===== config.mk =====
export PLATFORM = sky130hd
export DESIGN_NAME = trap_condition_and_cr_bit_logic
export DESIGN_NICKNAME = d
export VERILOG_FILES = /design/src/hdl/trap_relation_compare.v /design/src/hdl/trap_condition_and_cr_bit_logic.v
export VERILOG_INCLUDE_DIRS = /design/src /design/src/include
export SDC_FILE = /design/constraint.sdc
export NUM_CORES = 1
export LEC_CHECK = 0
export BUFFER_PORTS_ARGS = -buffer_cell sky130_fd_sc_hd__buf_2
export CORE_MARGIN = 8
export CORE_UTILIZATION = 49
export CTS_CLUSTER_DIAMETER = 120
export CTS_CLUSTER_SIZE = 25
export DETAILED_ROUTE_END_ITERATION = 16
export PLACE_DENSITY = 0.84
export SLEW_MARGIN = 20
export SYNTH_ARGS = -nofsm -noshare
export SYNTH_HDL_FRONTEND = slang
export SYNTH_SLANG_ARGS = --single-unit

===== constraint.sdc =====
create_clock -name sys_clk -period 5.1 [get_ports sys_clk]
set_input_delay 0.255 -clock sys_clk [delete_from_list [all_inputs] [get_ports sys_clk]]
set_output_delay 0.255 -clock sys_clk [all_outputs]
set_load 0.02 [all_outputs]

===== src/include/trap_cr_regs.vh =====
// Purpose: Shared constants for the trap evaluator and flag-bit logic.
// Assumes: Mask and flag bits use big-endian numbering (bit 0 is the MSB).
// Notes: Mask vector index = 4 - mask bit number.
`ifndef TRAP_CR_REGS_VH
`define TRAP_CR_REGS_VH

// Vector positions of the relation flags inside the five-bit mask
`define TRAP_LT_POS 4
`define TRAP_GT_POS 3
`define TRAP_EQ_POS 2
`define TRAP_ULT_POS 1
`define TRAP_UGT_POS 0

// Standard mask codes
`define TRAP_MASK_LT 5'h10
`define TRAP_MASK_LE 5'h14
`define TRAP_MASK_EQ 5'h04
`define TRAP_MASK_GE 5'h0C
`define TRAP_MASK_GT 5'h08
`define TRAP_MASK_NE 5'h18
`define TRAP_MASK_LLT 5'h02
`define TRAP_MASK_LLE 5'h06
`define TRAP_MASK_LGE 5'h05
`define TRAP_MASK_LGT 5'h01
`define TRAP_MASK_ALWAYS 5'h1F

// Offsets of the bits inside one four-bit flag field
`define CR_OFF_LT 2'h0
`define CR_OFF_GT 2'h1
`define CR_OFF_EQ 2'h2
`define CR_OFF_SO 2'h3

// Flag-bit operation codes
`define CR_OP_EQV 2'h0
`define CR_OP_XOR 2'h1
`define CR_OP_OR 2'h2
`define CR_OP_NOR 2'h3

// Reset values
`define CR_RESET 32'h00000000
`define TRAP_FLAGS_RESET 5'h00

`endif


===== src/hdl/trap_relation_compare.v =====
// Purpose: Five relation flags from comparing operand A with a second value.
// Assumes: Purely combinational; the caller registers the result.
// Notes: Flags are placed at the mask vector positions.
`timescale 1ns/1ps
`include "trap_cr_regs.vh"

module trap_relation_compare #(
  parameter DATA_W = 32
) (
  input wire [DATA_W-1:0] operand_a, // First operand
  input wire [DATA_W-1:0] operand_b, // Second operand
  output reg [4:0] relation_flags    // Lt, gt, eq, ult, ugt
);

  always @* begin
    relation_flags = `TRAP_FLAGS_RESET;
    relation_flags[`TRAP_LT_POS] =
      ($signed(operand_a) < $signed(operand_b));
    relation_flags[`TRAP_GT_POS] =
      ($signed(operand_a) > $signed(operand_b));
    relation_flags[`TRAP_EQ_POS] = (operand_a == operand_b);
    relation_flags[`TRAP_ULT_POS] = (operand_a < operand_b);
    relation_flags[`TRAP_UGT_POS] = (operand_a > operand_b);
  end

endmodule


===== src/hdl/trap_condition_and_cr_bit_logic.v =====
// Purpose: Trap-word condition evaluator and flag-register bit logic.
// Assumes: Requests are synchronous to sys_clk; one request per valid cycle.
// Notes: The flag register is indexed [0:31], bit 0 being the MSB.
`timescale 1ns/1ps
`include "trap_cr_regs.vh"

module trap_condition_and_cr_bit_logic #(
  parameter DATA_W = 32,
  parameter IMM_W = 16
) (
  input wire sys_clk,                        // Core clock, 40 MHz
  input wire rst_b,                          // Async reset, active low
  input wire trap_valid,                     // Trap instruction issued
  input wire trap_imm_form,                  // 1: immediate form
  input wire [4:0] trap_condition_mask,      // Five-bit trap mask
  input wire [DATA_W-1:0] operand_a_reg,     // Operand A value
  input wire [DATA_W-1:0] operand_b_reg,     // Operand B value
  input wire [IMM_W-1:0] signed_immediate,   // Immediate field
  input wire cr_op_valid,                    // Flag-bit operation issued
  input wire [1:0] cr_op_code,               // Eqv, xor, or, nor
  input wire [2:0] cr_dest_field,            // Destination field
  input wire [1:0] cr_dest_offset,           // Destination bit offset
  input wire [2:0] cr_src_a_field,           // First source field
  input wire [1:0] cr_src_a_offset,          // First source offset
  input wire [2:0] cr_src_b_field,           // Second source field
  input wire [1:0] cr_src_b_offset,          // Second source offset
  input wire cr_load_en,                     // Whole-register load
  input wire [31:0] cr_load_value,           // Value for whole load
  output reg trap_request,                   // One-cycle trap pulse
  output reg [4:0] trap_cause,               // Masked flags of last trap
  output reg [4:0] trap_relation,            // Raw flags of last compare
  output reg cr_op_done,                     // One-cycle op completion
  output reg [0:31] cond_flag_register       // Flag register contents
);

  // Bit address of a flag: four per field plus the offset
  function [4:0] cr_bit_index;
    input [2:0] field;
    input [1:0] offset;
    begin
      cr_bit_index = {field, offset};
    end
  endfunction

  wire [DATA_W-1:0] imm_extended;
  wire [DATA_W-1:0] second_operand;
  wire [4:0] relation_flags;
  wire [4:0] masked_flags;
  wire trap_hit;

  assign imm_extended =
    {{(DATA_W-IMM_W){signed_immediate[IMM_W-1]}}, signed_immediate};
  assign second_operand =
    trap_imm_form ? imm_extended : operand_b_reg;

  trap_relation_compare #(
    .DATA_W(DATA_W)
  ) u_compare (
    .operand_a(operand_a_reg),
    .operand_b(second_operand),
    .relation_flags(relation_flags)
  );

  // The mask is used as-is, so every standard code works unchanged
  assign masked_flags = relation_flags & trap_condition_mask;
  assign trap_hit = trap_valid & (|masked_flags);

  // Trap path: the block has no result port, so no register is written
  always @(posedge sys_clk or negedge rst_b) begin
    if (!rst_b) begin
      trap_request <= 1'b0;
      trap_cause <= `TRAP_FLAGS_RESET;
      trap_relation <= `TRAP_FLAGS_RESET;
    end else begin
      trap_request <= trap_hit;
      if (trap_valid) begin
        trap_relation <= relation_flags;
      end
      if (trap_hit) begin
        trap_cause <= masked_flags;
      end
    end
  end

  wire [4:0] dest_idx;
  wire [4:0] src_a_idx;
  wire [4:0] src_b_idx;
  wire src_a_bit;
  wire src_b_bit;
  reg next_bit;

  assign dest_idx = cr_bit_index(cr_dest_field, cr_dest_offset);
  assign src_a_idx = cr_bit_index(cr_src_a_field, cr_src_a_offset);
  assign src_b_idx = cr_bit_index(cr_src_b_field, cr_src_b_offset);
  assign src_a_bit = cond_flag_register[src_a_idx];
  assign src_b_bit = cond_flag_register[src_b_idx];

  // Same source twice gives set, clear, copy or invert
  always @* begin
    case (cr_op_code)
      `CR_OP_EQV: next_bit = ~(src_a_bit ^ src_b_bit);
      `CR_OP_XOR: next_bit = src_a_bit ^ src_b_bit;
      `CR_OP_OR: next_bit = src_a_bit | src_b_bit;
      `CR_OP_NOR: next_bit = ~(src_a_bit | src_b_bit);
      default: next_bit = 1'b0;
    endcase
  end

  // Sources are read before the write lands, so in-place invert is safe.
  // A whole load in the same cycle lands on every bit but the destination bit, where the single-bit operation wins.
  always @(posedge sys_clk or negedge rst_b) begin
    if (!rst_b) begin
      cond_flag_register <= `CR_RESET;
      cr_op_done <= 1'b0;
    end else begin
      cr_op_done <= cr_op_valid;
      if (cr_load_en) begin
        cond_flag_register <= cr_load_value;
      end
      if (cr_op_valid) begin
        cond_flag_register[dest_idx] <= next_bit;
      end
    end
  end

endmodule


# Word-level counts from Yosys, hierarchy flattened
# Index checks and enable logic that the tools add are counted.
[op_classes]
mux = 13
order_cmp = 8
n_eq_ne = 4
bitwise_logic = 9
shifts = 0
mul = 0
div = 0
reduce_logical = 3
add_sub_neg = 0
[op_table]
columns = ["operator", "n"]
rows = [
  ["$mux W32", 3],
  ["$gt A32 B32 Y1", 2],
  ["$lt A32 B32 Y1", 2],
  ["$bwmux W32", 1],
  ["$eq A32 B32 Y1", 1],
  ["$ge A6 B6 Y1 const B", 3],
  ["$not A5 Y6", 3],
  ["$bmux W1 S5", 2],
  ["$lt A6 B1 Y1 const B", 1],
  ["$and A5 B5 Y5", 1],
  ["$demux W1 S5", 1],
  ["$mux W1", 5],
  ["$reduce_or A5 Y1", 1],
  ["$eq A2 B2 Y1 const B", 2],
  ["$pmux W1 S4", 1],
  ["$eq A2 B1 Y1 const B", 1],
  ["$logic_not A2 Y1", 1],
  ["$not A1 Y1", 2],
  ["$and A1 B1 Y1", 1],
  ["$logic_and A1 B1 Y1", 1],
  ["$or A1 B1 Y1", 1],
  ["$xor A1 B1 Y1", 1],
]
[word_totals]
reg_bits = 44
wordCells = 42
n_memories = 0
out_inout_bits = 44
latch_bits = 0
mem_bits_rw = 0
input_bits = 140
romBits = 0

# Depth between registers and ports, before layout
[logic_depth]
word_depth = 9
depth_mapped = 14
ltp_nobuf = 11

# Hierarchy
# Synthesis repeated with hierarchy kept, for this count alone.
[unflattened]
hier_cells = 452
hier_area_um2 = 4051.4
[by_module_without_submodules]
columns = ["module", "seq_area_each_um2", "cells_each", "n_inst", "area_each_um2"]
rows = [
  ["trap_condition_and_cr_bit_logic", 1101.1, 333, 1, 3191.8],
  ["trap_relation_compare", 0.0, 119, 1, 859.6],
]

# Worst setup path after synthesis
# Ideal clock, no wire load.
[synth_path]
path_kind = "input to register"
start = "input port trap_imm_form"
end = "register trap_cause[0]"
path_buffers = 3
setup_time_ns = 0.092
path_stages = 14
arrival_ns = 3.342
required_ns = 5.008
slack_ns = 1.666
path_cell_list = "clkbuf_1 and2_1 clkbuf_1 clkbuf_1 a21oi_1 ha_1 nand4_4 nor2_2 a221o_1 a211o_1 a21oi_4 xnor2_2 mux2_4 o31ai_2"
[synth_between]
elab_chain_cells = 5
elab_cells_between_ends = 9
classes_between = "order compare: 4; eq/ne: 1; mux: 1; bitwise: 2; reduce/logical: 1"
[synth_lines]
columns = ["element", "line_no", "rtl"]
rows = [
  ["start, declared", "trap_condition_and_cr_bit_logic.v:14", "input wire trap_imm_form,"],
  ["$mux W32 (*)", "trap_condition_and_cr_bit_logic.v:54", "trap_imm_form ? imm_extended : operand_b_reg;"],
  ["$gt A32 B32 Y1, or another cell as far along", "trap_relation_compare.v:23", "relation_flags[`TRAP_UGT_POS] = (operand_a > operand_b);"],
  ["$and A5 B5 Y5 (*)", "trap_condition_and_cr_bit_logic.v:65", "assign masked_flags = relation_flags & trap_condition_mask;"],
  ["$reduce_or A5 Y1", "trap_condition_and_cr_bit_logic.v:66", "assign trap_hit = trap_valid & (|masked_flags);"],
  ["$and A1 B1 Y1", "trap_condition_and_cr_bit_logic.v:66", ""],
  ["end signal, assigned", "trap_condition_and_cr_bit_logic.v:72", "trap_cause <= `TRAP_FLAGS_RESET;"],
  ["end signal, assigned", "trap_condition_and_cr_bit_logic.v:80", "trap_cause <= masked_flags;"],
  ["end, declared", "trap_condition_and_cr_bit_logic.v:30", "output reg [4:0] trap_cause,"],
]
# Every way passes the cells marked *; elsewhere a longest branch is shown, timed or not.
# A chain may end at the register's enable or synchronous reset.

# Worst setup path in the final report
# Same ends and word-level chain as after synthesis.

==> impl_metrics.ini <==
[outcome]
outcome = completed

[cts]
numCtsBuffers = 5
worstSkewPairLatency_ns = 0.30
path_clk_slew_ns = 0.09
cts.repair.resized = 0
clockRootBuffer = clkbuf_8
h-tree-depth = 2
cts_tree = done
post_cts_buffers = 0
clock_path_buffers = 2
clock-sinks = 44

[sta]
setup_tns_ns = 0
slew_violations = 0
slew_headroom_pct = 29.3
rsz0062_at_grt = false
setup_viol = 0
holdWs_ns = 0.139
skew_ns = 0.0105
worst_pin_slew_ns = 1.06
hold_viol = 0
layout_setup_ws_ns = 1.69
period_share_pct = 66.9
max_freq_mhz = 293
fin_crit_ns = 3.41

[power]
power.leakage_uw = 0.00236
power.density_nw_per_um2 = 243
vdd_drop_max_v = 0.000116

[die]
rows = 32
die_w_um = 104
start_util_pct = 49.9
io_pins = 184
coreArea_um2 = 7610
die_h_um = 104
die_area_um2 = 10800

[global_route]
first_global_vias = 3976
antenna_found_initial = 0
grt_pass1_wl_um = 19700
grt.total_usage_pct = 21.8
grt_max_degree = 49
gr-total-overflow = 0

[synth]
synth_largest_area_cell = dfrtp_1
synthFlopType = dfrtp_1
synth_cells = 357
async_flop_share_pct = 100
synthDominantCellAreaShare_pct = 29.0
synth.area.top_cells = dfrtp_1 (29%), mux2i_1 (13%), mux4_2 (12%), ha_1 (11%), a21oi_1 (4.0%)
synth_area_um2 = 3790
yosysSeqAreaShare_pct = 29.0
synth_cell_types = 52
post-synth-top-count-cell = mux2i_1
ys_seq_elements = 44
syn_nets = 530
synth_enable_flop_cells = 0
synth_common_cells = mux2i_1 (50), dfrtp_1 (44), ha_1 (33)
syn-mean-instance-area_um2 = 10.6
yosys_warnings = 0

[worst_setup_path]
crit_cells = 12
critPathKind = primary input to flop
crit_fanout = 17
cp_top_family = compound AO/OA/AOI/OAI gates
cp.required_ns = 5.31
slowest_stage = clkinv_1
crit_path_end_kind = flop
crit_buf_inv = 2
cpPeakStageDelay_ns = 0.50
reg2reg_depth = 8
startpoint_type = primary input
cp_cell_sequence = buf_2, clkinv_1, a21oi_1, ha_1, a21oi_1, nand2_1, a221o_1, a211o_1, a21oi_4, xnor2_2, mux2_4, o31ai_2
critPathArrivalTime_ns = 3.63
crit_top_cell = a21oi_1

[place]
hpwl_um = 9920
gp_congestion = 0.878
dp_slack_ns = 1.40
numPortBuffers = 183

[routing]
drcViolationCount = 0
ant_nets = 0
dr.pass1.iters = 5
drtIter0Drc = 199
num_vias = 3772
wl_um = 12200
wl_per_cell_um = 19.4
via_per_inst = 6.01

[cells_and_area]
final_layout_size_suffix_gt1_share_pct = 44.7
diodes = 0
syn2layout_area_growth_pct = 28.3
fin_util_pct = 64.0
layout.nets = 698
nFillCells = 630

[worst_hold_path]
whs_path_depth = 1
hp-class = primary input to flop

[job]
max-cap-violations = 0
-- cells in the final DEF, fill, tap and decap left out, types with 5 or more instances in the layout --
cell,instances
nand2_1,11
nor2_1,17
inv_1,6
clkbuf_8,5
a21oi_1,30
mux4_2,20
dfrtp_1,44
nand3_1,7
mux2i_1,50
buf_2,182
nor2b_1,16
nand3b_1,5
ha_1,33
a221oi_1,16
a31oi_1,16
nand4_1,6
-- state kept, by name, summed over array words and instances, names as in the netlist --
register / count
trap_relation: 5
trap_cause: 5
trap_request: 1
cr_op_done: 1
cond_flag_register: 32
-- power breakdown --
group | switching (µW) | internal, µW | leakage (µW) | total, µW
Clock | 131 | 97.1 | 0.0000404 | 228
Combinational | 290 | 229 | 0.00179 | 519
Sequential | 41.0 | 396 | 0.000529 | 437
-- path summary, 6_finish.rpt --
kind / startpoint / endpoint / slack (ns)
setup reg to reg: cond_flag_register[15] / cond_flag_register[5] / 2.22
hold / removal: cr_op_valid / cr_op_done / 0.14
max in group asynchronous: rst_b / cond_flag_register[6] / 4.22
min in group asynchronous: rst_b / cond_flag_register[20] / 0.47
hold reg to reg: trap_relation[2] / trap_relation[2] / 0.52
setup / recovery: trap_imm_form / trap_cause[0] / 1.69
-- logic make-up (layout without fill, tap and decap cells) --
group                      Yosys count  in the layout  share of synthesized area, %
muxes                               74             74                          26.3
buffers and inverters               31            200                          3.07
and+or+nand+nor                     87             87                          14.1
AOI/OAI and AO/OA                   85             85                          15.7
adders and majority gates           33             33                          10.9
DFF                                 44             44                          29.0
xor gates and xnor gates             3              3                         0.890
-- final cells by class --
cell class,instances,area [µm²],share of cell area [%]
Clock buffer,5,68.8,1.41
Clock inverter,3,23.8,0.488
Inverter,7,26.3,0.540
Multi-Input combinational cell,282,2580,53.1
Sequential cell,44,1100,22.6
Tap cell,102,128,2.62
Timing Repair Buffer,185,936,19.2
-- worst reg2reg max path, delay by kind of cell, from the launching register on --
kind,cells,cell delay [ns]
compound gates,1,0.18
mux,4,1.37
xor+xnor,1,0.14
buf+inv,1,0.34
flops,1,0.44
fa+ha+maj,1,0.25
-- layer usage --
metal / global-route usage [%] / wire length [µm] / share of wire [%] / vias to the layer above
met5: 0 / 0 / 0 / -
met4: 9.00 / 369 / 3.0 / 0
met3: 7.68 / 1300 / 11 / 26
met2: 36.3 / 5860 / 48 / 236
met1: 24.7 / 4670 / 38 / 1781
li1: - / - / - / 1729
-- what timing repair did --
item | CTS | global route
endpoints found under the hold margin | 0 | 43
hold buffers | 0 | 1
setup endpoints to repair | 0 | 0
-- per-stage QoR --
| stage | power, µW | area [µm²] | instances |
|---|---|---|---|
| floorplan | 767 | 3790 | 357 |
| global placement | 943 | 4760 | 619 |
| detailed placement | 961 | 4760 | 619 |
| CTS | 1190 | 4860 | 627 |
| global route | 1250 | 4870 | 628 |
| finish | 1180 | 4870 | 628 |
Note: power is estimated with default switching activity, not from simulation.
